## config.mk

```make
export PLATFORM = sky130hd
export DESIGN_NAME = urb_rx_top
export DESIGN_NICKNAME = d
export VERILOG_FILES = /design/src/pkg/urb_pkg.sv /design/src/rtl/urb_baud_gen.sv /design/src/rtl/urb_rx_top.sv
export VERILOG_INCLUDE_DIRS = /design/src /design/src/pkg
export SDC_FILE = /design/constraint.sdc
export NUM_CORES = 1
export LEC_CHECK = 0
export ABC_AREA = 1
export BUFFER_PORTS_ARGS = -buffer_cell sky130_fd_sc_hd__buf_2
export CORE_AREA = 2 2 174 176
export DETAILED_ROUTE_END_ITERATION = 7
export DIE_AREA = 0 0 176 178
export PLACE_DENSITY = 0.51
export SLEW_MARGIN = 0
export SYNTH_ARGS = -nofsm -noshare
export SYNTH_HDL_FRONTEND = slang
export SYNTH_SLANG_ARGS = --single-unit
```

## constraint.sdc

```tcl
create_clock -name ref_clk -period 7.9 [get_ports ref_clk]
set_input_delay 0 -clock ref_clk [delete_from_list [all_inputs] [get_ports ref_clk]]
set_output_delay 0 -clock ref_clk [all_outputs]
set_load 0.03 [all_outputs]
```

## src/pkg/urb_rx_params.svh

```systemverilog
// Offsets, field positions, reset values and sample counts of the receiver.
// Assumes an 8-bit register port with a 3-bit word address.
`ifndef URB_RX_PARAMS_SVH
`define URB_RX_PARAMS_SVH

// ==========================================================
// Register offsets
`define URB_ADDR_STATUS 3'h0
`define URB_ADDR_DATA 3'h1
`define URB_ADDR_BAUD 3'h2
`define URB_ADDR_CTRL1 3'h3
`define URB_ADDR_CTRL2 3'h4

// ==========================================================
// Status bit positions
`define URB_ST_RXFULL 5
`define URB_ST_IDLE 4
`define URB_ST_OVERRUN 3
`define URB_ST_NOISE 2
`define URB_ST_FRAMING 1
`define URB_ST_PARITY 0

// ==========================================================
// Control one bit positions
`define URB_C1_R8 7
`define URB_C1_M 4
`define URB_C1_WAKE 3
`define URB_C1_PCE 2
`define URB_C1_PS 1
`define URB_C1_PIE 0

// ==========================================================
// Control two bit positions
`define URB_C2_RIE 5
`define URB_C2_IDLE_IRQ_ENABLE 4
`define URB_C2_TE 3
`define URB_C2_RE 2
`define URB_C2_RWU 1

// ==========================================================
// Baud select fields
`define URB_BAUD_SCP_HI 7
`define URB_BAUD_SCP_LO 6
`define URB_BAUD_SCT_HI 5
`define URB_BAUD_SCT_LO 3
`define URB_BAUD_SCR_HI 2
`define URB_BAUD_SCR_LO 0

// ==========================================================
// Reset values
`define URB_CTRL1_RST 7'h00
`define URB_CTRL2_RST 8'h00
`define URB_BAUD_RST 8'h00

// ==========================================================
// Prescaler values
`define URB_PR_0 4'h1
`define URB_PR_1 4'h3
`define URB_PR_2 4'h4
`define URB_PR_3 4'hD

// ==========================================================
// Sampling
`define URB_OVS 5'h10
`define URB_SMP_EDGE_A 5'h03
`define URB_SMP_EDGE_B 5'h05
`define URB_SMP_EDGE_C 5'h07
`define URB_SMP_MAJ_A 5'h08
`define URB_SMP_MAJ_B 5'h09
`define URB_SMP_MAJ_C 5'h0A
`define URB_LAST_BIT_8 4'h7
`define URB_LAST_BIT_9 4'h8
`define URB_IDLE_SMP_8 8'hA0
`define URB_IDLE_SMP_9 8'hB0

`endif

```

## src/pkg/urb_pkg.sv

```systemverilog
// Types of the receiver and its baud generator.
// Assumes nothing beyond the parameter header.
package urb_pkg;

	// ==========================================================
	// Receive states
	typedef enum logic [2:0] {
		URB_OFF,
		URB_HUNT,
		URB_START,
		URB_DATA,
		URB_STOP
	} urb_rx_state_e;

	// ==========================================================
	// Receiver state
	typedef struct packed {
		logic sync1;
		logic sync2;
		logic [2:0] hist;
		urb_rx_state_e state;
		logic [4:0] smp;
		logic [3:0] bitIdx;
		logic [1:0] majLo;
		logic edgeOk;
		logic frameNoise;
		logic pendNoise;
		logic [8:0] shift;
		logic [7:0] idleCnt;
		logic idleArmed;
		logic [8:0] holdBuf;
		logic rxFull;
		logic idleFlag;
		logic overrun;
		logic noiseFlag;
		logic framing;
		logic parityFlag;
		logic statusSeen;
		logic [6:0] ctrl1;
		logic [7:0] ctrl2;
		logic [7:0] baud;
		logic [7:0] rdData;
	} urb_rx_s;

	// ==========================================================
	// Baud generator state
	typedef struct packed {
		logic [10:0] cnt;
		logic tick;
	} urb_baud_s;

endpackage : urb_pkg

```

## src/rtl/urb_baud_gen.sv

```systemverilog
// Baud generator: one-cycle tick at sixteen times the bit rate.
// Assumes a stable selection while enabled.
`timescale 1ns/1ns
`default_nettype none
`include "urb_rx_params.svh"

module urb_baud_gen (
	input wire logic ref_clk,
	input wire logic rst_b,
	input wire logic enable,
	input wire logic [1:0] prescaleSel,
	input wire logic [2:0] dividerSel,
	output logic tick
);

	urb_pkg::urb_baud_s s_r;
	urb_pkg::urb_baud_s s_nxt;
	logic [10:0] lastCnt;

	// ==========================================================
	// Prescaler decode
	function automatic logic [3:0] prescaleVal(input logic [1:0] sel);
		case (sel)
			2'h0: prescaleVal = `URB_PR_0;
			2'h1: prescaleVal = `URB_PR_1;
			2'h2: prescaleVal = `URB_PR_2;
			default: prescaleVal = `URB_PR_3;
		endcase
	endfunction : prescaleVal

	// ==========================================================
	// Divider
	always_comb
	begin
		lastCnt = 11'(({7'h00, prescaleVal(prescaleSel)} << dividerSel) - 11'h001);
		s_nxt = s_r;
		s_nxt.tick = 1'b0;
		if (!enable)
		begin
			s_nxt.cnt = 11'h000;
		end
		else if (s_r.cnt >= lastCnt)
		begin
			s_nxt.cnt = 11'h000;
			s_nxt.tick = 1'b1;
		end
		else
		begin
			s_nxt.cnt = 11'(s_r.cnt + 11'h001);
		end
	end

	always_ff @(posedge ref_clk or negedge rst_b)
	begin
		if (!rst_b)
		begin
			s_r <= '0;
		end
		else
		begin
			s_r <= s_nxt;
		end
	end

	assign tick = s_r.tick;

endmodule : urb_baud_gen

`default_nettype wire

```

## src/rtl/urb_rx_top.sv

```systemverilog
// Serial receiver with oversampled bit recovery, error flags and wake-up.
// Assumes a one-cycle register port master and a pin from outside the clock.
//
// Chosen here: the plain strobed port and the register offsets.
`timescale 1ns/1ns
`default_nettype none
`include "urb_rx_params.svh"

module urb_rx_top (
	input wire logic ref_clk,
	input wire logic rst_b,
	input wire logic [2:0] addr,
	input wire logic [7:0] wrData,
	input wire logic wrStb,
	input wire logic rdStb,
	output logic [7:0] rdData,
	input wire logic cpuCondCodesI,
	input wire logic serialInPin,
	output logic irqReq,
	output logic txBaudTick
);

	urb_pkg::urb_rx_s s_r;
	urb_pkg::urb_rx_s s_nxt;
	logic rxTick;
	logic sample;
	logic rxOn;
	logic txOn;
	logic wordNine;
	logic mute;
	logic wakeAddr;
	logic [2:0] maj3;
	logic frameDone;
	logic idleDet;
	logic msb;
	logic parFail;
	logic accept;
	logic [7:0] idleThr;
	logic [3:0] lastBit;
	logic [7:0] statusVal;

	// ==========================================================
	// Sample decoding
	function automatic logic majority(input logic [2:0] v);
		majority = (v[0] & v[1]) | (v[1] & v[2]) | (v[0] & v[2]);
	endfunction : majority

	function automatic logic mixed(input logic [2:0] v);
		mixed = (v != 3'b000) && (v != 3'b111);
	endfunction : mixed

	// ==========================================================
	// Baud generators
	assign rxOn = s_r.ctrl2[`URB_C2_RE];
	assign txOn = s_r.ctrl2[`URB_C2_TE];

	urb_baud_gen rxBaud (
		.ref_clk(ref_clk),
		.rst_b(rst_b),
		.enable(rxOn),
		.prescaleSel(s_r.baud[`URB_BAUD_SCP_HI:`URB_BAUD_SCP_LO]),
		.dividerSel(s_r.baud[`URB_BAUD_SCR_HI:`URB_BAUD_SCR_LO]),
		.tick(rxTick)
	);

	urb_baud_gen txBaud (
		.ref_clk(ref_clk),
		.rst_b(rst_b),
		.enable(txOn),
		.prescaleSel(s_r.baud[`URB_BAUD_SCP_HI:`URB_BAUD_SCP_LO]),
		.dividerSel(s_r.baud[`URB_BAUD_SCT_HI:`URB_BAUD_SCT_LO]),
		.tick(txBaudTick)
	);

	// ==========================================================
	// Decoded settings
	assign sample = s_r.sync2;
	assign wordNine = s_r.ctrl1[`URB_C1_M];
	assign mute = s_r.ctrl2[`URB_C2_RWU];
	assign wakeAddr = s_r.ctrl1[`URB_C1_WAKE];
	assign maj3 = {s_r.majLo, sample};
	assign lastBit = wordNine ? `URB_LAST_BIT_9 : `URB_LAST_BIT_8;
	assign idleThr = wordNine ? `URB_IDLE_SMP_9 : `URB_IDLE_SMP_8;
	assign msb = wordNine ? s_r.shift[8] : s_r.shift[7];
	assign parFail = (wordNine ? ^s_r.shift[8:0] : ^s_r.shift[7:0])
		!= s_r.ctrl1[`URB_C1_PS];
	assign statusVal = {2'b00, s_r.rxFull, s_r.idleFlag, s_r.overrun,
		s_r.noiseFlag, s_r.framing, s_r.parityFlag};

	// ==========================================================
	// Next state
	always_comb
	begin
		s_nxt = s_r;
		frameDone = 1'b0;
		idleDet = 1'b0;
		accept = 1'b0;
		s_nxt.sync1 = serialInPin;
		s_nxt.sync2 = s_r.sync1;
		s_nxt.rdData = 8'h00;
		if (rxTick)
		begin
			s_nxt.hist = {s_r.hist[1:0], sample};
			if (s_r.state == urb_pkg::URB_START || s_r.state == urb_pkg::URB_DATA
				|| s_r.state == urb_pkg::URB_STOP)
			begin
				s_nxt.smp = (s_r.smp == `URB_OVS) ? 5'h01 : 5'(s_r.smp + 5'h01);
				if (s_r.smp == `URB_SMP_MAJ_A || s_r.smp == `URB_SMP_MAJ_B)
				begin
					s_nxt.majLo = {s_r.majLo[0], sample};
				end
			end
		end

		// ------------------------------------------------------
		// Bit recovery
		case (s_r.state)
			urb_pkg::URB_OFF:
			begin
				s_nxt.idleCnt = 8'h00;
				if (rxOn)
				begin
					s_nxt.state = urb_pkg::URB_HUNT;
				end
			end
			urb_pkg::URB_HUNT:
			begin
				if (rxTick && sample)
				begin
					if (s_r.idleCnt != idleThr)
					begin
						s_nxt.idleCnt = 8'(s_r.idleCnt + 8'h01);
					end
					if (s_r.idleCnt == 8'(idleThr - 8'h01) && s_r.idleArmed)
					begin
						idleDet = 1'b1;
					end
				end
				else if (rxTick && s_r.hist[0])
				begin
					s_nxt.state = urb_pkg::URB_START;
					s_nxt.smp = 5'h02;
					s_nxt.idleCnt = 8'h00;
					s_nxt.bitIdx = 4'h0;
					s_nxt.shift = 9'h000;
					s_nxt.edgeOk = 1'b0;
					s_nxt.frameNoise = (s_r.hist != 3'b111);
				end
				else if (rxTick)
				begin
					s_nxt.idleCnt = 8'h00;
				end
			end
			urb_pkg::URB_START:
			begin
				if (rxTick)
				begin
					if (s_r.smp == `URB_SMP_EDGE_A || s_r.smp == `URB_SMP_EDGE_B
						|| s_r.smp == `URB_SMP_EDGE_C)
					begin
						s_nxt.edgeOk = s_r.edgeOk | sample;
					end
					if (s_r.smp == `URB_SMP_MAJ_C)
					begin
						if (majority(maj3))
						begin
							s_nxt.state = urb_pkg::URB_HUNT;
							s_nxt.pendNoise = s_r.pendNoise | mixed(maj3);
						end
						else
						begin
							s_nxt.frameNoise = s_r.frameNoise | mixed(maj3) | ~s_r.edgeOk;
						end
					end
					if (s_r.smp == `URB_OVS)
					begin
						s_nxt.state = urb_pkg::URB_DATA;
					end
				end
			end
			urb_pkg::URB_DATA:
			begin
				if (rxTick)
				begin
					if (s_r.smp == `URB_SMP_MAJ_C)
					begin
						s_nxt.frameNoise = s_r.frameNoise | mixed(maj3);
						s_nxt.shift[s_r.bitIdx] = majority(maj3);
					end
					if (s_r.smp == `URB_OVS)
					begin
						if (s_r.bitIdx == lastBit)
						begin
							s_nxt.state = urb_pkg::URB_STOP;
						end
						else
						begin
							s_nxt.bitIdx = 4'(s_r.bitIdx + 4'h1);
						end
					end
				end
			end
			urb_pkg::URB_STOP:
			begin
				if (rxTick && s_r.smp == `URB_SMP_MAJ_C)
				begin
					s_nxt.frameNoise = s_r.frameNoise | mixed(maj3);
					frameDone = 1'b1;
					s_nxt.state = urb_pkg::URB_HUNT;
				end
			end
			default:
			begin
				s_nxt.state = urb_pkg::URB_OFF;
			end
		endcase
		if (!rxOn)
		begin
			s_nxt.state = urb_pkg::URB_OFF;
		end

		// ------------------------------------------------------
		// Register port: reads and the clearing sequence
		if (rdStb)
		begin
			case (addr)
				`URB_ADDR_STATUS:
				begin
					s_nxt.rdData = statusVal;
					s_nxt.statusSeen = 1'b1;
				end
				`URB_ADDR_DATA:
				begin
					s_nxt.rdData = s_r.holdBuf[7:0];
					if (s_r.statusSeen)
					begin
						s_nxt.statusSeen = 1'b0;
						s_nxt.rxFull = 1'b0;
						s_nxt.idleFlag = 1'b0;
						s_nxt.overrun = 1'b0;
						s_nxt.noiseFlag = 1'b0;
						s_nxt.framing = 1'b0;
						s_nxt.parityFlag = 1'b0;
					end
				end
				`URB_ADDR_BAUD: s_nxt.rdData = s_r.baud;
				`URB_ADDR_CTRL1: s_nxt.rdData = {s_r.holdBuf[8], s_r.ctrl1};
				`URB_ADDR_CTRL2: s_nxt.rdData = s_r.ctrl2;
				default: s_nxt.rdData = 8'h00;
			endcase
		end

		// ------------------------------------------------------
		// Character and idle completion; sets win over the clear
		if (idleDet)
		begin
			s_nxt.idleArmed = 1'b0;
			if (mute)
			begin
				// idle wake, idle flag stays clear
				if (!wakeAddr)
				begin
					s_nxt.ctrl2[`URB_C2_RWU] = 1'b0;
				end
			end
			else if (s_r.rxFull)
			begin
				s_nxt.overrun = 1'b1;
			end
			else
			begin
				s_nxt.holdBuf = 9'h1FF;
				s_nxt.rxFull = 1'b1;
				s_nxt.idleFlag = 1'b1;
			end
		end
		if (frameDone)
		begin
			if (mute && wakeAddr && msb)
			begin
				s_nxt.ctrl2[`URB_C2_RWU] = 1'b0;
			end
			accept = !mute || (wakeAddr && msb);
			if (accept && s_r.rxFull)
			begin
				s_nxt.overrun = 1'b1;
			end
			else if (accept)
			begin
				s_nxt.holdBuf = s_r.shift;
				s_nxt.rxFull = 1'b1;
				s_nxt.idleArmed = 1'b1;
				s_nxt.noiseFlag = s_r.frameNoise | mixed(maj3) | s_r.pendNoise;
				s_nxt.pendNoise = 1'b0;
				s_nxt.framing = ~majority(maj3);
				s_nxt.parityFlag = s_r.ctrl1[`URB_C1_PCE] & parFail;
			end
		end

		// ------------------------------------------------------
		// Register port: writes, after hardware mute release
		if (wrStb)
		begin
			case (addr)
				`URB_ADDR_BAUD: s_nxt.baud = wrData;
				`URB_ADDR_CTRL1: s_nxt.ctrl1 = wrData[6:0];
				// a write here overrides a wake
				`URB_ADDR_CTRL2: s_nxt.ctrl2 = wrData;
				default:
				begin
				end
			endcase
		end
	end

	// ==========================================================
	// State register
	always_ff @(posedge ref_clk or negedge rst_b)
	begin
		if (!rst_b)
		begin
			s_r <= '0;
			s_r.sync1 <= 1'b1;
			s_r.sync2 <= 1'b1;
			// History at line idle, so no false start edge
			s_r.hist <= 3'h7;
			s_r.state <= urb_pkg::URB_OFF;
			s_r.ctrl1 <= `URB_CTRL1_RST;
			s_r.ctrl2 <= `URB_CTRL2_RST;
			s_r.baud <= `URB_BAUD_RST;
		end
		else
		begin
			s_r <= s_nxt;
		end
	end

	// ==========================================================
	// Outputs
	assign rdData = s_r.rdData;
	assign irqReq = !cpuCondCodesI && !mute && (
		(s_r.ctrl2[`URB_C2_RIE] && (s_r.rxFull || s_r.overrun))
		|| (s_r.ctrl2[`URB_C2_IDLE_IRQ_ENABLE] && s_r.idleFlag)
		|| (s_r.ctrl1[`URB_C1_PIE] && s_r.parityFlag));

endmodule : urb_rx_top

`default_nettype wire

```

==> results of run 1 <==
==> worst register-to-register path: stages (launching register included) <==
cell	delay [ns]
dfrtp_1	0.51
clkinv_1	0.33
nand4_1	0.26
ha_1	0.21
nand2_1	0.11
nor2_2	0.17
nand3_1	0.09
nand2_1	0.07
nand2_1	0.06
ha_1	0.30
a21oi_1	0.16
o21a_1	0.12
and2_1	0.14
nand4_1	0.36
nor2_1	0.22
==> cells in the final DEF, fill, tap and decap left out, types with 5 or more instances in the layout <==
cell type	instances
or2_0	5
o21ai_1	6
a31oi_1	5
o22ai_1	9
inv_1	129
dlygate4sd3_1	8
nor3_1	7
nor2_1	104
nand3_1	86
o21ai_0	61
nand4_1	33
buf_2	25
nand2_1	241
clkbuf_16	9
ha_1	36
nand2_2	6
xnor2_1	10
dfrtp_1	106
inv_2	7
a21oi_1	20
xor2_1	20
nor2_2	5
dfstp_2	5
==> final cells by class <==
class,count,share of cell area (%)
clock inverters,7,0.776
repair buffers,35,2.73
flip-flops and latches,111,34.5
inverters,143,6.79
multi-input cells,705,46.3
well taps,390,6.05
clock buffers,9,2.79
==> worst min path at each step <==
stage                      to  slack [ns]  cells after the start
finish                s_r[10]       0.008                      3
CTS                   s_r[25]        0.01                      3
global route          s_r[10]       0.005                      3
detailed placement  s_nxt[85]        0.12                      1
global placement    s_nxt[85]        0.12                      1
floorplan             maj3[1]       -0.30                      0
==> registers in the layout (all words and copies together) (netlist names) <==
name,cells
s_r,73
rxBaud.s_r,11
txBaud.s_r,11
rdData,8
maj3,2
mute,1
rxBaud.tick,1
rxOn,1
s_nxt,1
sample,1
txBaud.tick,1
==> power by group <==
part	total (W)	leakage (nW)	switching, W	internal (W)
registers	0.000678	1.48	0.0000619	0.000617
logic	0.000480	2.32	0.000320	0.000160
clock network	0.000461	0.138	0.000239	0.000222
total	0.00162	3.94	0.000621	0.000999
==> kinds of logic after synthesis <==
kind of cell / after synthesis / synth area share (%)
buf+inv: 171 / 10.2
fa+ha+maj: 36 / 6.20
xor+xnor: 30 / 3.62
flops: 111 / 38.3
simple gates: 507 / 30.9
compound gates: 132 / 10.8
==> metrics by stage <==
step / hold slack (ns) / instance area [µm²]
floorplan: -0.296 / 7260
global placement: 0.123 / 7700
detailed placement: 0.124 / 7700
CTS: 0.0104 / 8070
global route: 0.00455 / 8070
finish: 0.00781 / 8070
==> repair_timing <==
| action | 4_1_cts | 5_1_grt |
|---|---|---|
| hold endpoints to repair | 75 | 0 |
| setup endpoints to repair | 0 | 0 |
| hold buffers | 8 | 0 |
==> routing by layer <==
| layer | vias to the layer above | GRT usage, % | routed length [µm] |
|---|---|---|---|
| met4 | 0 | 3.27 | 209 |
| met5 | - | 0 | 0 |
| met3 | 12 | 2.17 | 540 |
| met1 | 2929 | 16.4 | 9100 |
| li1 | 3236 | - | - |
| met2 | 79 | 20.8 | 8590 |
==> results.ini, run 1 <==
[status]
status = complete, no violations

[cells_and_area]
area_growth_pct = 11.1
utilization_pct = 27.4
antenna_cells = 0
fin_cells = 1400
multi_input_area_mm2 = 0.00374
drive_gt1_share_pct = 8.71
seqCellArea_mm2 = 0.00278
n_fill_cell = 3197
final_nets = 1058

[detailed_routing]
vias = 6256
via_per_inst = 4.47
routed_wl_um = 18400
drt_iter0_markers = 442
drc = 0
detail-route-antenna-nets = 0
drt_pass1_iterations = 5
wl_per_cell_um = 13.2

[timing]
finalMaxSlewViolations = 0
skew_ns = 0.0120
setup_viol = 0
slew_headroom_pct = 43.8
worst_pin_slew_ns = 0.843
setup_slack_ns = 4.70
fin_setup_tns_ns = 0
rsz0062_at_grt = no
period_minus_slack_ns = 3.20
finalCritPeriodShare_pct = 40.4
fmax_mhz = 313
finalHoldViolations = 0

[placed_design]
gp_congestion = 0.825
portBuffers = 26
hpwl_um = 13900
pre_cts_ws_ns = 4.74
dp.cells = 1376

[critical_path]
crit_type = register to register
cp-endpoint = rxBaud.s_r[3]
r2r-start = s_r[10]
startpoint = s_r[10]
cp_max_fo = 11
worstReg2RegEnd = rxBaud.s_r[3]
endpoint_kind = register
cpLargestDelayFamily = simple AND/OR/NAND/NOR gates
r2r_slack_ns = 4.70
critPathMostFrequentCell = nand2_1
required_ns = 8.19
cp-start-kind = register
path_buf_inv = 1
cpMaxStageDelayCell = dfrtp_1
slowest_delay_ns = 0.51
path_cells = clkinv_1, nand4_1, ha_1, nand2_1, nor2_2, nand3_1, nand2_1, nand2_1, ha_1, a21oi_1, o21a_1, and2_1, nand4_1, nor2_1
arrival_ns = 3.48
r2r_cells = 14
path_depth = 14

[yosys]
synth.distinct_cells = 55
ys_seq_elements = 111
yosys.area.top_type_share_pct = 36.5
ys_seq_area_share_pct = 38.3
synthArstFlopShare_pct = 100
netlist_top_cells_area = dfrtp_1, nand2_1, inv_1
synth_common_cells = nand2_1, inv_1, dfrtp_1
syn_area_mm2 = 0.00726
synthesis.nets = 1040
ys_warn_count = 0
yosysTopAreaCell = dfrtp_1
synth-edff-count = 0
netlist_instances = 987
ys.flop_type = dfrtp_1
synthMostInstantiatedCell = nand2_1
postSynthAreaPerCell_um2 = 7.36

[cts]
cts_setup_buffers = 0
clock_latency_ns = 0.37
cts_htree_levels = 3
clockRootBuffer = clkbuf_16
numClockSinks = 111
cts_tree = built
numCtsBuffers = 9
clk_pin_slew_ns = 0.08
ctsResizeCount = 0
clock_path_buffers = 2

[global_routing]
grt_max_degree = 62
grt_pass1_wl_um = 30800
antenna_found_initial = 0
grt_usage_pct = 12.4
grt_pass1_vias = 6077
overflow = 0

[floorplan]
die_w_um = 176
die_h_um = 178
die_area_mm2 = 0.0313
initial_core_util_pct = 24.7
std_cell_rows = 63
core_mm2 = 0.0294
pin_count = 27

[power]
p_leak_nw = 3.94
power_w = 0.00162
ir_drop_uv = 109
p_per_area_mw_per_mm2 = 201

[worst_hold_path]
hold_start = wrData[2]
hold_class = input pin to register

[run]
drv_cap = 0

(Power assumes the default switching activity.)
==> run 2, diff against run 1 <==
--- a/config.mk
+++ b/config.mk
@@ -11,7 +11,7 @@
 export CORE_AREA = 2 2 174 176
 export DETAILED_ROUTE_END_ITERATION = 7
 export DIE_AREA = 0 0 176 178
-export PLACE_DENSITY = 0.51
+export PLACE_DENSITY = 0.52
 export SLEW_MARGIN = 0
 export SYNTH_ARGS = -nofsm -noshare
 export SYNTH_HDL_FRONTEND = slang
==> constraint.sdc (replaced) <==
create_clock -name ref_clk -period 2.55 [get_ports ref_clk]
set_input_delay 0 -clock ref_clk [delete_from_list [all_inputs] [get_ports ref_clk]]
set_output_delay 0 -clock ref_clk [all_outputs]
set_load 0.03 [all_outputs]
==> results.ini, run 2 (synthesis gave the netlist of run 1 again) <==
[detailed_routing]
drt_pass1_iterations = 4  ; was 5
detail-route-antenna-nets = 0  ; unchanged
wl_per_cell_um = 13.4  ; was 13.2 µm
drt_iter0_markers = 366  ; was 442
routed_wl_um = 19700  ; was 18,400 µm
via_per_inst = 4.48  ; was 4.47
drc = 0  ; unchanged
vias = 6550  ; was 6,256

[placed_design]
dp.cells = 1429  ; was 1,376
portBuffers = 26  ; unchanged
gp_congestion = 0.840  ; was 0.825
hpwl_um = 14400  ; was 13,900 µm

[cells_and_area]
layout_common_cells = nand2_1, inv_1, dfrtp_1  ; unchanged
layout_commonest_cell = nand2_1  ; unchanged
antenna_cells = 0  ; unchanged
largest_reg_flops = 73  ; unchanged
fin_cells = 1463  ; was 1,400
largest-register = s_r  ; unchanged
reg.largest.list = s_r (73), rxBaud.s_r (11), txBaud.s_r (11)  ; unchanged
drive_gt1_share_pct = 23.1  ; was 8.71%
area_growth_pct = 24.7  ; was 11.1%
final_nets = 1121  ; was 1,058

[critical_path]
endpoint_kind = register  ; unchanged
required_ns = 2.80  ; was 8.19 ns
arrival_ns = 2.97  ; was 3.48 ns
cp-start-kind = register  ; unchanged
crit_type = register to register  ; unchanged
cp_max_fo = 5  ; was 11

[global_routing]
grt_pass1_vias = 6381  ; was 6,077
grt_max_degree = 72  ; was 62
grt_pass1_wl_um = 32100  ; was 30,800 µm
antenna_found_initial = 0  ; unchanged
grt_usage_pct = 12.8  ; was 12.4%
overflow = 0  ; unchanged

[timing]
worst_pin_slew_ns = 0.695  ; was 0.843 ns
fmax_mhz = 368  ; was 313 MHz
finalHoldViolations = 2  ; was 0
fin_setup_tns_ns = -2.65  ; was 0 ns
slew_headroom_pct = 53.4  ; was 43.8%
setup_slack_ns = -0.164  ; was 4.70 ns
whs_ns = -0.00526  ; was 0.00781 ns
setup_viol = 24  ; was 0
finalCritPeriodShare_pct = 106  ; was 40.4%
skew_ns = 0.0140  ; was 0.0120 ns
rsz0062_at_grt = yes  ; was no
finalMaxSlewViolations = 0  ; unchanged
period_minus_slack_ns = 2.71  ; was 3.20 ns

[cts]
numCtsBuffers = 9  ; unchanged
numClockSinks = 111  ; unchanged
clk_pin_slew_ns = 0.09  ; was 0.08 ns
clock_path_buffers = 2  ; unchanged
cts_htree_levels = 3  ; unchanged
cts_tree = built  ; unchanged
clockRootBuffer = clkbuf_16  ; unchanged
clock_latency_ns = 0.37  ; about the same

[floorplan]
die_h_um = 178  ; unchanged
die_w_um = 176  ; unchanged
die_area_mm2 = 0.0313  ; unchanged
pin_count = 27  ; unchanged
std_cell_rows = 63  ; unchanged
initial_core_util_pct = 24.7  ; unchanged
core_mm2 = 0.0294  ; unchanged

[status]
violations = negative hold slack, negative setup slack
status = finished with violations  ; was complete, no violations

[run]
drv_cap = 0  ; unchanged

[power]
p_leak_nw = 4.34  ; was 3.94 nW
p_per_area_mw_per_mm2 = 638  ; was 201 mW/mm²
ir_drop_uv = 282  ; was 109 µV

[worst_hold_path]
hold_class = input pin to register  ; unchanged

run 2: cell count changes in the layout (fill, tap and decap cells not counted), moves of 8 or more:
cell / before / now
buf_4: 2 / 58
nand2_1: 241 / 212
nand2_2: 6 / 27
nand2_4: 1 / 9
nand3_1: 86 / 72
nand3_2: 2 / 15
nor2_1: 104 / 76
nor2_2: 5 / 18
nor2_4: 4 / 19
run 2: power by group:
group	internal [W]	total, W	switching [W]
sequential	0.00191	0.00207	0.000157
combinational	0.000950	0.00230	0.00135
clock	0.000695	0.00141	0.000710
run 2: critical path: stages, from the launching register on:
cell and delay, ns:
dfrtp_2 0.47, inv_4 0.10, buf_4 0.12, nand3_2 0.11
nand3_2 0.10, nand3_1 0.09, nand2_2 0.16, nor2_4 0.06
buf_4 0.13, nand4_1 0.08, nand2_1 0.10, ha_4 0.28
nand2_2 0.07, o21a_1 0.19, and2_4 0.15, nand4_1 0.08
buf_4 0.14, clkbuf_16 0.14, nor2_1 0.04
run 2: layer usage:
layer | routed length, µm | global-route usage (%)
met2 | 9470 | 21.9
met1 | 9400 | 17.1
met5 | 0 | 0
met4 | 274 | 3.00
met3 | 519 | 1.88
run 2: worst paths after layout:
kind,start,endpoint,slack (ns),depth (start not counted)
worst max-delay path,s_r[15],rxBaud.s_r[11],-0.16,18
worst min-delay path,wrData[0],s_r[24],-0.005,3
worst max register to register,s_r[15],rxBaud.s_r[11],-0.16,18
worst min register to register,s_nxt[85],sample,0.36,0
max in group asynchronous,rst_b,s_r[84],1.56,3
min in group asynchronous,rst_b,s_r[62],0.17,2
run 2: layout make-up:
class	instances	area, µm²
fill	3154	20300
multi-input combinational	705	4210
sequential	111	2790
timing repair buffer	98	742
inverter	143	548
tap	390	488
clock buffer	10	239
clock inverter	6	42.5
run 2: metrics by stage:
step	power, W	area (µm²)	setup slack (ns)	utilization [%]	hold WS (ns)
2_1_floorplan	0.00326	7270	0.00111	-	-0.296
3_3_place_gp	0.00389	8130	-0.112	27.6	0.0423
3_5_place_dp	0.00391	8130	-0.191	27.6	0.0535
4_1_cts	0.00563	8820	-0.106	30.0	0.00365
5_1_grt	0.00619	9060	-0.311	30.8	0.0134
6_report	0.00578	9060	-0.164	30.8	-0.00526
run 2: what timing repair did:
action                     CTS  global route
hold endpoints to repair    53             0
setup buffers                6             4
setup endpoints to repair   24            24
resized for setup           68            61
cloned                       1             0
hold buffers                 8             0
pin swaps                   26            13
==> run 3, diff against run 2 <==
--- a/config.mk
+++ b/config.mk
@@ -12,6 +12,7 @@
 export DETAILED_ROUTE_END_ITERATION = 7
 export DIE_AREA = 0 0 176 178
 export PLACE_DENSITY = 0.52
+export SETUP_SLACK_MARGIN = 0.2
 export SLEW_MARGIN = 0
 export SYNTH_ARGS = -nofsm -noshare
 export SYNTH_HDL_FRONTEND = slang
==> results.ini, run 3 (synthesis gave the netlist of run 1 again) <==
[timing]
slew_headroom_pct = 52.3  ; was 53.4%
finalCritPeriodShare_pct = 103  ; was 106%
fmax_mhz = 379  ; was 368 MHz
skew_ns = 0.0106  ; was 0.0140 ns
finalHoldViolations = 3  ; was 2
worst_pin_slew_ns = 0.715  ; was 0.695 ns
period_minus_slack_ns = 2.64  ; was 2.71 ns
setup_viol = 22  ; was 24
rsz0062_at_grt = yes  ; unchanged
fin_setup_tns_ns = -1.21  ; was -2.65 ns
finalMaxSlewViolations = 0  ; unchanged
whs_ns = -0.00856  ; was -0.00526 ns
setup_slack_ns = -0.0852  ; was -0.164 ns

[detailed_routing]
wl_per_cell_um = 12.9  ; was 13.4 µm
vias = 6474  ; was 6,550
via_per_inst = 4.46  ; was 4.48
drc = 0  ; unchanged
drt_pass1_iterations = 5  ; was 4
routed_wl_um = 18700  ; was 19,700 µm
detail-route-antenna-nets = 0  ; unchanged
drt_iter0_markers = 444  ; was 366

[placed_design]
hpwl_um = 14200  ; was 14,400 µm
portBuffers = 26  ; unchanged
pre_cts_ws_ns = -0.174  ; was -0.191 ns
place_area_mm2 = 0.00813  ; about the same
gp_congestion = 0.840  ; unchanged

[critical_path]
required_ns = 2.85  ; was 2.80 ns
arrival_ns = 2.94  ; was 2.97 ns
endpoint_kind = register  ; unchanged
critPathMostFrequentCell = nand2_4  ; was buf_4
slowest_delay_ns = 0.45  ; was 0.47 ns
path_cells = buf_6, nand2_4, nand2_4, nand4_1, ha_4, nand2_4, nor2_4, nand3_2, nand2_2, nand2_2, ha_4, a21oi_2, o21a_1, nand3_2, nor2_4, nand2_4, buf_6, nor2_1  ; was inv_4, buf_4, nand3_2, nand3_2, nand3_1, nand2_2, nor2_4, buf_4, nand4_1, nand2_1, ha_4, nand2_2, o21a_1, and2_4, nand4_1, buf_4, clkbuf_16, nor2_1
cpLargestDelayFamily = simple AND/OR/NAND/NOR gates  ; unchanged
worstReg2RegEnd = txBaud.s_r[8]  ; was rxBaud.s_r[11]
r2r-start = s_r[14]  ; was s_r[15]
cp_max_fo = 5  ; unchanged
crit_type = register to register  ; unchanged
r2r_slack_ns = -0.09  ; was -0.16 ns
path_buf_inv = 2  ; was 5
cp-start-kind = register  ; unchanged
cpMaxStageDelayCell = dfrtp_2  ; unchanged
r2r_cells = 18  ; unchanged

[cells_and_area]
layout_common_cells = nand2_1, inv_1, dfrtp_1  ; unchanged
largest_reg_flops = 73  ; unchanged
n_fill_cell = 3131  ; was 3,154
final_nets = 1111  ; was 1,121
utilization_pct = 30.3  ; was 30.8%
drive_gt1_share_pct = 20.2  ; was 23.1%
area_growth_pct = 22.7  ; was 24.7%
antenna_cells = 0  ; unchanged
reg.largest.list = s_r (73), rxBaud.s_r (11), txBaud.s_r (11)  ; unchanged
largest-register = s_r  ; unchanged
layout_commonest_cell = nand2_1  ; unchanged
stdcell_area_mm2 = 0.00891  ; was 0.00906 mm²

[cts]
clockRootBuffer = clkbuf_16  ; unchanged
clock_path_buffers = 2  ; unchanged
clock_latency_ns = 0.36  ; was 0.37 ns
clk_pin_slew_ns = 0.09  ; about the same
cts_htree_levels = 3  ; unchanged
numClockSinks = 111  ; unchanged
numCtsBuffers = 9  ; unchanged
cts_tree = built  ; unchanged

[worst_hold_path]
min_path_cells = 3  ; unchanged
holdPathEnd = s_r[8]  ; was s_r[24]
hold_start = wrData[0]  ; unchanged
hold_class = input pin to register  ; unchanged

[global_routing]
antenna_found_initial = 0  ; unchanged
grt_pass1_vias = 6152  ; was 6,381
overflow = 0  ; unchanged
grt_usage_pct = 12.3  ; was 12.8%
grt_max_degree = 53  ; was 72
grt_pass1_wl_um = 30900  ; was 32,100 µm

[status]
status = finished with violations  ; unchanged
violations = negative hold slack, negative setup slack  ; unchanged

[power]
p_per_area_mw_per_mm2 = 630  ; was 638 mW/mm²
p_leak_nw = 4.28  ; was 4.34 nW
ir_drop_uv = 278  ; was 282 µV

[floorplan]
die_area_mm2 = 0.0313  ; unchanged
die_w_um = 176  ; unchanged
std_cell_rows = 63  ; unchanged
die_h_um = 178  ; unchanged
core_mm2 = 0.0294  ; unchanged
initial_core_util_pct = 24.7  ; unchanged
pin_count = 27  ; unchanged

[run]
drv_cap = 0  ; unchanged

[run 3: where the power goes]
| part | total (W) | switching [W] | leakage (nW) | internal [W] |
|---|---|---|---|---|
| sequential | 0.00208 | 0.000169 | 1.48 | 0.00191 |
| clock | 0.00141 | 0.000707 | 0.134 | 0.000705 |
| combinational | 0.00212 | 0.00125 | 2.66 | 0.000869 |
[run 3: per-stage QoR]
step / std cells / power [W]
after floorplan: 987 / 0.00334
after global placement: 1417 / 0.00389
after detailed placement: 1417 / 0.00390
after CTS: 1450 / 0.00555
after global routing: 1453 / 0.00603
final: 1453 / 0.00562
[run 3: cell type report]
type	count	area [µm²]	share of cell area (%)
clock buffer	10	239	2.68
clock inverter	6	51.3	0.576
inverter	143	552	6.19
multi-input combinational	705	4110	46.1
sequential	111	2790	31.3
tap	390	488	5.47
timing repair buffer	88	683	7.66
[run 3: timing repair]
item | 4_1_cts | 5_1_grt
pin swaps | 7 | 18
buffers inserted | 9 | 2
setup endpoints to repair | 24 | 24
hold buffers | 8 | 0
cloned | 0 | 1
endpoints found under the hold margin | 63 | 0
gates resized for setup | 42 | 41
[run 3: worst max path at each step]
stage / start / to / slack, ns / cells past startpoint
4_1_cts: s_r[15] / rxBaud.s_r[10] / -0.02 / 16
3_3_place_gp: s_r[14] / txBaud.s_r[1] / -0.14 / 19
2_1_floorplan: s_r[14] / rxBaud.s_r[10] / 0.11 / 19
6_report: s_r[14] / txBaud.s_r[8] / -0.09 / 18
5_1_grt: s_r[14] / txBaud.s_r[3] / -0.25 / 18
3_5_place_dp: s_r[14] / txBaud.s_r[2] / -0.17 / 18
[run 3: worst min-delay path, delay by kind of cell]
family / cells / cell delay, ns
compound gates: 1 / 0.15
buf+inv: 2 / 0.16
[run 3: per-layer routing]
layer | GRT usage (%) | share of wire (%)
met1 | 16.5 | 48
met2 | 20.7 | 48
met3 | 2.15 | 3.1
met4 | 3.17 | 1.4
met5 | 0 | 0
